[src/include/fb_pkg.sv]
// Package with constants and carrier types for the current feedback readout.
package fb_pkg;
  localparam int unsigned NUM_CH     = 3;
  localparam int unsigned CH_W       = 2;
  localparam int unsigned CUR_W      = 8;
  localparam int unsigned CNT_W      = 8;
  localparam int unsigned RW_BIT     = 31;
  localparam int unsigned CH_LSB     = 24;
  localparam int unsigned MIN_LSB    = 8;
  localparam int unsigned CNT_LSB    = 0;
  localparam logic [7:0]  MIN_IDLE   = 8'hff;
  localparam logic [7:0]  CNT_IDLE   = 8'h00;
  localparam logic [1:0]  CH_LOAD_CHANNEL_ZERO   = 2'h0;
  localparam logic [1:0]  CH_LOAD_CHANNEL_ONE   = 2'h1;
  localparam logic [1:0]  CH_LOAD_CHANNEL_TWO   = 2'h2;
  localparam logic [31:0] REG_RESET  = 32'h0000ff00;

  // Per-channel measurement inputs from the analog front end.
  typedef struct packed {
    logic       sample_vld;
    logic [7:0] sample;
    logic       period_end;
    logic       dither_end;
  } meas_t;

  // Per-channel tracker state.
  typedef struct packed {
    logic [7:0] run_min;
    logic [7:0] held_min;
    logic [7:0] run_cnt;
    logic [7:0] held_cnt;
  } trk_t;
endpackage : fb_pkg

[src/logic/fb_readout.sv]
// Feedback readout register: minimum current and periods per dither cycle.
`timescale 1ns/1ps
`default_nettype none
module fb_readout
  import fb_pkg::*;
(
  input  wire logic             clk,
  input  wire logic             resetn,
  input  wire logic             cal_mode,
  input  wire logic             feedback_view_select,
  input  wire logic [CH_W-1:0]  chan_sel,
  input  wire logic [NUM_CH-1:0] dither_en,
  input  wire logic [NUM_CH-1:0] chan_operating,
  input  wire meas_t [NUM_CH-1:0] meas,
  input  wire logic             rd_capture,
  output logic [31:0]           rd_data,
  output logic                  rd_valid
);
  // Register state: captured frame word, valid flag, pending clear mask.
  typedef struct packed {
    logic [31:0]       data;
    logic              vld;
    logic [NUM_CH-1:0] clr;
  } rd_t;

  rd_t st_r;
  rd_t st_nxt;
  logic [NUM_CH-1:0][7:0] min_v;
  logic [NUM_CH-1:0][7:0] cnt_v;
  logic [31:0] word;
  logic        ch_ok;

  // Fields are reported only outside calibration, in view one, and for a
  // valid channel number; the same test decides whether a read clears.
  function automatic logic fields_on(input logic            cal,
                                     input logic            view,
                                     input logic [CH_W-1:0] sel);
    fields_on = !cal && view
             && (sel == CH_LOAD_CHANNEL_ZERO || sel == CH_LOAD_CHANNEL_ONE || sel == CH_LOAD_CHANNEL_TWO);
  endfunction : fields_on

  // One tracker per load channel, cleared the cycle after its capture.
  for (genvar g = 0; g < NUM_CH; g++) begin : g_ch
    fb_channel u_ch (
      .clk       (clk),
      .resetn    (resetn),
      .meas      (meas[g]),
      .dither_en (dither_en[g]),
      .clr       (st_r.clr[g]),
      .min_out   (min_v[g]),
      .cnt_out   (cnt_v[g])
    );
  end

  // Assemble the live word for the addressed channel.
  always_comb begin
    word  = '0;
    ch_ok = fields_on(cal_mode, feedback_view_select, chan_sel);
    word[CH_LSB +: CH_W] = chan_sel;
    word[RW_BIT] = 1'b0;
    if (ch_ok) begin
      if (chan_operating[chan_sel]) begin
        word[MIN_LSB +: CUR_W] = min_v[chan_sel];
        word[CNT_LSB +: CNT_W] = cnt_v[chan_sel];
      end
    end
  end

  // Capture the frame word first, then clear the channel one cycle later.
  always_comb begin
    st_nxt     = st_r;
    st_nxt.vld = rd_capture;
    st_nxt.clr = '0;
    if (rd_capture) begin
      st_nxt.data = word;
      if (ch_ok) begin
        st_nxt.clr[chan_sel] = 1'b1;
      end
    end
  end

  always_ff @(posedge clk or negedge resetn) begin
    if (!resetn) begin
      st_r <= '{data: REG_RESET, vld: 1'b0, clr: '0};
    end else begin
      st_r <= st_nxt;
    end
  end

  assign rd_data  = st_r.data;
  assign rd_valid = st_r.vld;

  // The read marker bit of every returned word is zero.
  AST_RW_ZERO: assert property (
    @(posedge clk) disable iff (!resetn)
    rd_valid |-> rd_data[RW_BIT] == 1'b0)
    else $error("bit 31 read back as one");

  // Bits outside the channel number and the two fields read zero.
  AST_RSVD_ZERO: assert property (
    @(posedge clk) disable iff (!resetn)
    rd_valid |-> rd_data[30:26] == 5'h00 && rd_data[23:16] == 8'h00)
    else $error("unused bits read back nonzero");

  // A channel that is not operating returns both fields as zero.
  AST_IDLE_ZERO: assert property (
    @(posedge clk) disable iff (!resetn)
    rd_capture && !chan_operating[chan_sel] |=> rd_data[15:0] == 16'h0000)
    else $error("idle channel returned nonzero feedback");

  // Every returned word echoes the channel number it was read for.
  AST_CHAN_ECHO: assert property (
    @(posedge clk) disable iff (!resetn)
    rd_capture |=> rd_data[25:24] == $past(chan_sel))
    else $error("channel number not echoed");

  // The returned minimum is the value standing before the read clear.
  AST_PRE_RESET: assert property (
    @(posedge clk) disable iff (!resetn)
    rd_capture && ch_ok && chan_operating[chan_sel]
    |=> rd_data[15:8] == $past(min_v[chan_sel]))
    else $error("captured minimum is not the pre-read value");

  // The returned count is the value standing before the read clear.
  AST_CNT_PRE_RESET: assert property (
    @(posedge clk) disable iff (!resetn)
    rd_capture && ch_ok && chan_operating[chan_sel]
    |=> rd_data[7:0] == $past(cnt_v[chan_sel]))
    else $error("captured count is not the pre-read value");

  // A read of a dither-off channel returns a zero period count.
  AST_NO_DITHER_FB: assert property (
    @(posedge clk) disable iff (!resetn)
    rd_capture && ch_ok && !dither_en[chan_sel] |=> rd_data[7:0] == 8'h00)
    else $error("period count returned with dither off");

  // Calibration, view zero or an unused channel number give zero fields.
  AST_QUIET_ZERO: assert property (
    @(posedge clk) disable iff (!resetn)
    rd_capture && !ch_ok |=> rd_data[15:0] == 16'h0000)
    else $error("fields returned outside view one");

  // Reads in calibration, in view zero or of an unused channel number leave every tracker untouched.
  AST_QUIET_NO_CLR: assert property (
    @(posedge clk) disable iff (!resetn)
    rd_capture && !ch_ok |=> st_r.clr == '0)
    else $error("tracker cleared by a read outside view one");

  // Only the addressed tracker receives the read clear.
  AST_CLR_PICK: assert property (
    @(posedge clk) disable iff (!resetn)
    rd_capture && ch_ok |=> st_r.clr == (NUM_CH'(1) << $past(chan_sel)))
    else $error("read clear sent to the wrong tracker");

  // The clear is one cycle long unless a second read follows at once.
  AST_CLR_NEXT: assert property (
    @(posedge clk) disable iff (!resetn)
    rd_capture && ch_ok && chan_sel == CH_LOAD_CHANNEL_ZERO
    |=> st_r.clr[0] ##1 (!st_r.clr[0] || $past(rd_capture)))
    else $error("read clear not a single pulse after capture");

  // The answer flag follows each capture by exactly one cycle.
  AST_VALID_PULSE: assert property (
    @(posedge clk) disable iff (!resetn)
    rd_valid == $past(rd_capture))
    else $error("answer flag not one cycle after capture");

  // The returned word only changes on a capture.
  AST_DATA_HOLD: assert property (
    @(posedge clk) disable iff (!resetn)
    !$past(rd_capture) |-> $stable(rd_data))
    else $error("returned word changed without a capture");

  // Main scenarios: view one reads, idle channels and back-to-back reads.
  COV_READ_VIEW1: cover property (@(posedge clk)
    rd_capture && feedback_view_select && !cal_mode);
  COV_READ_IDLE: cover property (@(posedge clk)
    rd_capture && !chan_operating[chan_sel]);
  COV_BACK2BACK: cover property (@(posedge clk) rd_capture ##1 rd_capture);
endmodule : fb_readout
`default_nettype wire

[src/logic/fb_channel.sv]
// One channel's minimum-current and period-count tracker.
`timescale 1ns/1ps
`default_nettype none
module fb_channel
  import fb_pkg::*;
(
  input  wire logic clk,
  input  wire logic resetn,
  input  wire meas_t meas,
  input  wire logic dither_en,
  input  wire logic clr,
  output logic [7:0] min_out,
  output logic [7:0] cnt_out
);
  trk_t st_r;
  trk_t st_nxt;

  function automatic logic [7:0] min8(input logic [7:0] a, input logic [7:0] b);
    min8 = (a < b) ? a : b;
  endfunction : min8

  // Track running values; a read clears first, so a dither cycle that ends
  // on the same edge still hands over its result instead of losing it.
  always_comb begin
    st_nxt = st_r;
    if (meas.sample_vld) begin
      st_nxt.run_min = min8(st_r.run_min, meas.sample);
    end
    if (meas.period_end && st_r.run_cnt != 8'hff) begin
      st_nxt.run_cnt = st_r.run_cnt + 8'h01;
    end
    if (!dither_en) begin
      st_nxt.run_cnt = CNT_IDLE;
    end
    if (clr) begin
      st_nxt.held_min = MIN_IDLE;
      st_nxt.held_cnt = CNT_IDLE;
      if (!dither_en) begin
        st_nxt.run_min = meas.sample_vld ? meas.sample : MIN_IDLE;
      end
    end
    if (dither_en && meas.dither_end) begin
      st_nxt.held_min = st_nxt.run_min;
      st_nxt.held_cnt = st_nxt.run_cnt;
      st_nxt.run_min  = MIN_IDLE;
      st_nxt.run_cnt  = CNT_IDLE;
    end
  end

  always_ff @(posedge clk or negedge resetn) begin
    if (!resetn) begin
      st_r <= '{run_min: MIN_IDLE, held_min: MIN_IDLE, run_cnt: CNT_IDLE,
                held_cnt: CNT_IDLE};
    end else begin
      st_r <= st_nxt;
    end
  end

  // Dither off reports live minimum; on reports the held cycle result.
  assign min_out = dither_en ? st_r.held_min : st_r.run_min;
  assign cnt_out = dither_en ? st_r.held_cnt : CNT_IDLE;

  // A read with no cycle end on the same edge leaves the held minimum idle.
  AST_CLR_MIN: assert property (
    @(posedge clk) disable iff (!resetn)
    clr && !(dither_en && meas.dither_end) |=> st_r.held_min == MIN_IDLE)
    else $error("held minimum not reloaded after read");

  // A read with no cycle end on the same edge clears the held count.
  AST_CLR_CNT: assert property (
    @(posedge clk) disable iff (!resetn)
    clr && !(dither_en && meas.dither_end) |=> st_r.held_cnt == CNT_IDLE)
    else $error("period count not cleared after read");

  // A cycle end that meets a read clear still hands over its minimum.
  AST_SET_WINS: assert property (
    @(posedge clk) disable iff (!resetn)
    clr && dither_en && meas.dither_end && !meas.sample_vld
    |=> st_r.held_min == $past(st_r.run_min))
    else $error("cycle result lost to a coincident read");

  // With dither off the period count always reads zero.
  AST_NO_DITHER_CNT: assert property (
    @(posedge clk) disable iff (!resetn)
    !dither_en |-> cnt_out == CNT_IDLE)
    else $error("period count nonzero with dither off");

  // With dither off the reported minimum only falls until the next read.
  AST_MIN_MONO: assert property (
    @(posedge clk) disable iff (!resetn)
    !dither_en && $past(!dither_en) && !$past(clr)
    |-> min_out <= $past(min_out))
    else $error("running minimum rose without a read");

  COV_DITHER_END: cover property (@(posedge clk) dither_en && meas.dither_end);
  COV_SET_WINS: cover property (@(posedge clk)
    clr && dither_en && meas.dither_end);
endmodule : fb_channel
`default_nettype wire

[config.mk]
export PLATFORM = sky130hd
export DESIGN_NAME = fb_readout
export DESIGN_NICKNAME = d
export VERILOG_FILES = /design/src/include/fb_pkg.sv /design/src/logic/fb_readout.sv /design/src/logic/fb_channel.sv
export SDC_FILE = /design/constraint.sdc
export NUM_CORES = 1
export LEC_CHECK = 0
export BUFFER_PORTS_ARGS = -buffer_cell sky130_fd_sc_hd__buf_2
export CORE_MARGIN = 2
export CORE_UTILIZATION = 63
export CTS_CLUSTER_SIZE = 14
export DETAILED_ROUTE_END_ITERATION = 6
export GPL_TIMING_DRIVEN = 0
export PLACE_DENSITY_LB_ADDON = 0.2
export RECOVER_POWER = 25
export SYNTH_ARGS = -nofsm -noshare
export SYNTH_HDL_FRONTEND = slang
export SYNTH_SLANG_ARGS = --single-unit
[constraint.sdc]
create_clock -name clk -period 4.1 [get_ports clk]
set_clock_uncertainty 0.2 [all_clocks]
set_input_delay 0.41 -clock clk [delete_from_list [all_inputs] [get_ports clk]]
set_output_delay 0.41 -clock clk [all_outputs]
set_load 0.01 [all_outputs]
# ---- Word-level counts from Yosys, hierarchy flattened
# Index checks and enable logic that the tools add are counted.
# Widths: inputs -> output; s select.
dict set report word_totals {
  rom_bits 0
  out_inout_bits 33
  inputBits 46
  wordCells 89
  n_memories 0
  ram_bits 0
  register_bits 118
  latchBits 0
}
dict set report op_classes {
  magnitude_cmp 5
  n_reduce_logical 16
  n_mul 0
  bitwise 0
  n_div 0
  n_shift 0
  n_mux 45
  n_eq_ne 5
  addsub 3
}
# op count
set op_table {}
lappend op_table {{$mux 8} 29}
lappend op_table {{$mux 32} 3}
lappend op_table {{$mux 16} 5}
lappend op_table {{$bmux 8 s2} 2}
lappend op_table {{$add 8x1->8 const B} 3}
lappend op_table {{$lt 8x8->1} 3}
lappend op_table {{$ne 8x8->1 const B} 3}
lappend op_table {{$logic_and 1x1->1} 9}
lappend op_table {{$mux 3} 2}
lappend op_table {{$reduce_bool 2->1} 3}
lappend op_table {{$lt 2x3->1 const B} 1}
lappend op_table {{$bmux 1 s2} 1}
lappend op_table {{$demux 1 s2} 1}
lappend op_table {{$eq 2x1->1 const B} 1}
lappend op_table {{$eq 2x2->1 const B} 1}
lappend op_table {{$ge 2x1->1 const B} 1}
lappend op_table {{$logic_not 2->1} 1}
lappend op_table {{$logic_or 1x1->1} 2}
lappend op_table {{$mux 1} 2}
lappend op_table {{$logic_not 1->1} 1}

# ---- Logic depth before layout (Yosys ltp)
dict set report logic_depth {
  depth_word 6
  ltp_mapped 8
}

# ---- Cells and area by module
# Synthesis repeated with hierarchy kept, for this count alone.
dict set report unflattened {
  hier_cells 651
  hier_area_um2 6846.6
}
# module area_each_um2 cells_per_inst n_inst seq_area_each_um2
set modules_own_cells {}
lappend modules_own_cells {fb_channel 1791.7 171 3 820.8}
lappend modules_own_cells {fb_readout 1471.4 138 1 560.5}

# ---- Least setup slack after synthesis
# No wires, ideal clock.
dict set report synth_timing {
  kind {reg2reg}
  from {register g_ch[1].u_ch.st_r[29] (netlist bit)}
  to {register g_ch[1].u_ch.st_r[24] (netlist bit)}
  stages_incl_launch_ff 8
  arrival_time_ns 1.884
  n_path_buf 1
  synth_period_minus_slack_ns 2.142
  required_ns 3.842
  path_slack_ns 1.958
  path_cell_list {dfstp_2 ha_1 and4_1 and3_4 a221oi_2 buf_6 o32a_4 o22a_2}
}
# element line_no
set synth_lines {}
lappend synth_lines {{from (decl)} fb_channel.sv:15} ;# trk_t st_r;
lappend synth_lines {{from (signal assigned)} fb_channel.sv:52} ;# st_r <= '{run_min: MIN_IDLE, held_min: MIN_IDLE, run_cnt: CNT_IDLE,
lappend synth_lines {{from (signal assigned)} fb_channel.sv:55} ;# st_r <= st_nxt;

==> key figures <==
Status
  – Status: finished, violations left
  – Violated checks: capacitance limit, slew limit

Clock network
  – CTS Buffer Depth: 2
  – Clk_lat worst skew: 520 ps
  – Depth of the CTS H-tree: 4
  – CTS Root Buffer Type: clkbuf_8
  – Postcts setup bufs: 0
  – TritonCTS Buffers: 17
  – Clock Sinks: 118
  – CTS tree: yes
  – Clk slew on worst S/H paths: 50 ps

Timing
  – Final Hold Viols: 0
  – Slew Viols, Final: 72
  – Hold WS: 11.3 ps
  – RSZ-0062 raised after global routing: false
  – # setup viols final: 0
  – Fin crit period: 2660 ps
  – Peak Freq: 377 MHz
  – Worst Max-Slew Pin Slew: 1680 ps
  – Worst slew margin: -0.120
  – Setup_tns: 0 ps
  – Period utilisation layout: 0.648

Die
  – Die width: 106 µm
  – Die ar.: 11200 µm²
  – Core Area: 10200 µm²
  – Die H: 106 µm
  – Row count: 37
  – Initial Util: 0.641
  – I/O pin count: 79

Pwr
  – Sequential power share: 0.397
  – Switching part of the total power: 0.279
  – Pwr dens: 507 nW/µm²
  – Peak VDD IR: 0.429 mV
  – Internal Pwr Total: 2890 µW
  – Psw: 1120 µW
  – Static leakage: 0.00352 µW
  – Gate power share: 0.227
  – Clk network pwr share: 0.376

Global routing
  – Pin count of the biggest net entering global routing: 72
  – Global-route wire length before repair: 26000 µm
  – Number of global-route vias before repair: 5424
  – Gr ovfl total: 0
  – GRT Total Usage: 0.295
  – Antenna violations before repair: 0

Finish
  – Layout cells sized above 1: 0.275
  – Final Util: 0.778
  – Finished Layout Cells: 907
  – Diode count: 0
  – Commonest non-fill, non-tap cell in the layout: buf_2
  – Nets: 829
  – Commonest cells after routing, fill and taps aside: buf_2, dfrtp_1, dfstp_2
  – Layout area overhead: 21.4%

Hold path
  – HP Class: primary input to flop
  – HP Start: meas[30]

Worst setup path
  – Critical Path End Type: asynchronous set/reset pin
  – Worst setup startpoint: resetn
  – Worst path arrival time: 2770 ps
  – Slowest CP cell: clkbuf_2
  – Worst path cell trace: dlygate4sd3_1, buf_4, clkbuf_2
  – CP Data Required Time: 4220 ps
  – Max Fanout on Critical Path: 71
  – Slowest stage delay, CP: 1320 ps
  – CP bufs+invs: 3
  – Kind of critical path: primary input to asynchronous set/reset pin
  – CP delay by family, top: buffers and inverters
  – Nature of the critical path startpoint: primary input
  – R2r startpoint: g_ch[1].u_ch.st_r[29]

Synthesis
  – Sequential area share after synthesis: 0.463
  – Number of synthesized flops with an enable pin: 0
  – Netlist cell types: 50
  – Top cells by area, synth: dfrtp_1, dfstp_2, mux2i_1, ha_1, a21oi_1
  – Synth area leader: dfrtp_1
  – Seq cells post-synth: 118
  – Cell Area, Synth: 6530 µm²
  – Synth top area share: 0.238
  – Mapped Cells: 637
  – Mean Syn Cell Area: 10.2 µm²
  – Number of synthesis warnings: 0
  – Top_reg_cell synth: dfrtp_1
  – Async set-reset flop share out of synthesis: 1.00

Placed design
  – Final GP Congestion: 0.835
  – Placed insts: 851
  – Dpl hpwl: 11000 µm
  – Port bufs: 64

Detailed routing
  – First-pass DRT Iterations: 5
  – 1st-iter DRT viols: 325
  – Via density per instance: 5.81
  – Via count: 5268
  – Drc violations: 0
  – Routed Wire Length: 15500 µm
  – Wirelength per Cell: 17.1 µm
  – Post-route ant nets: 0

Run
  – # Max-Cap Violations: 1
-- worst paths after layout --
kind / to / slack (ps) / cells past startpoint
max in group clk: g_ch[1].u_ch.st_r[17] / 1580 / 10
min in group asynchronous: g_ch[2].u_ch.st_r[11] / 220 / 2
worst min register to register: rd_data[15] / 280 / 2
worst max-delay path: st_r[1] / 1440 / 3
worst min-delay path: g_ch[2].u_ch.st_r[30] / 10 / 2
worst max register to register: g_ch[1].u_ch.st_r[17] / 1660 / 7
-- power by group through the flow --
stage / Sequential, µW / Combinational (µW) / Clock (µW)
after floorplan: 1560 / 659 / 0
after global placement: 1590 / 829 / 0
after detailed placement: 1610 / 880 / 0
after CTS: 1590 / 911 / 1520
after global routing: 1620 / 1010 / 1570
final: 1590 / 911 / 1510
-- synthesized netlist by cell type, types with 2 or more instances --
library cell	instances
a22oi_1	8
and3_1	6
o221ai_1	2
clkbuf_1	16
nor2_1	46
a31oi_2	2
ha_1	24
a211oi_1	4
nand3_4	2
buf_4	14
o22a_1	16
xnor2_1	7
nand2_1	18
o32a_1	8
o21ai_1	4
o21ai_0	31
and3_4	2
nand3b_1	25
nand3_1	8
buf_1	6
o21a_1	3
buf_6	3
nand2b_1	17
mux2_2	10
xor2_1	12
buf_2	6
dfrtp_1	62
dfstp_2	56
o22ai_1	17
inv_1	48
mux2i_1	37
nor2b_1	4
nand4_1	12
a21oi_1	38
o32a_4	2
a221oi_2	2
o221a_2	8
or3_1	8
and2_1	5
nor3_1	21
o22a_2	8
-- layer usage --
| layer | up-vias | track usage | share of wire |
|---|---|---|---|
| met2 | 132 | 0.484 | 0.49 |
| met4 | 0 | 0.105 | 0.024 |
| li1 | 2515 | - | - |
| met3 | 33 | 0.0705 | 0.046 |
| met5 | - | 0 | 0 |
| met1 | 2588 | 0.384 | 0.44 |
-- flip-flops by register name, summed over array words and instances, names as in the netlist --
name / count
g_ch.u_ch.st_r: 96
rd_data: 18
st_r: 3
rd_valid: 1
-- stage by stage --
| stage | total power [µW] | setup WS (ps) | cell area (µm²) |
|---|---|---|---|
| finish | 4010 | 1440 | 7920 |
| detailed placement | 2490 | 1660 | 7090 |
| floorplan | 2220 | 1960 | 6570 |
| global route | 4200 | 1010 | 7920 |
| CTS | 4020 | 1630 | 7950 |
| global placement | 2420 | 1080 | 7060 |
-- cell type report --
type | instances | area (µm²)
clock buffer | 21 | 449
fill | 691 | 2260
timing repair buffer | 90 | 577
tap | 136 | 170
buffer | 46 | 256
inverter | 48 | 180
multi-input combinational | 438 | 3110
sequential | 118 | 3020
clock inverter | 10 | 153
-- repair_timing --
action                                 4_1_cts  5_1_grt
endpoints found under the hold margin       41        0
hold buffers                                25        0
resized for setup                            0        0
-- cells by family after synthesis --
logic type	synth area share
other cells	0.000575
flops	0.463
compound gates	0.170
fa+ha+maj	0.0460
xor+xnor	0.0255
mux	0.0740
simple gates	0.153
buf+inv	0.0669
Power figures use the tool's default switching activity.
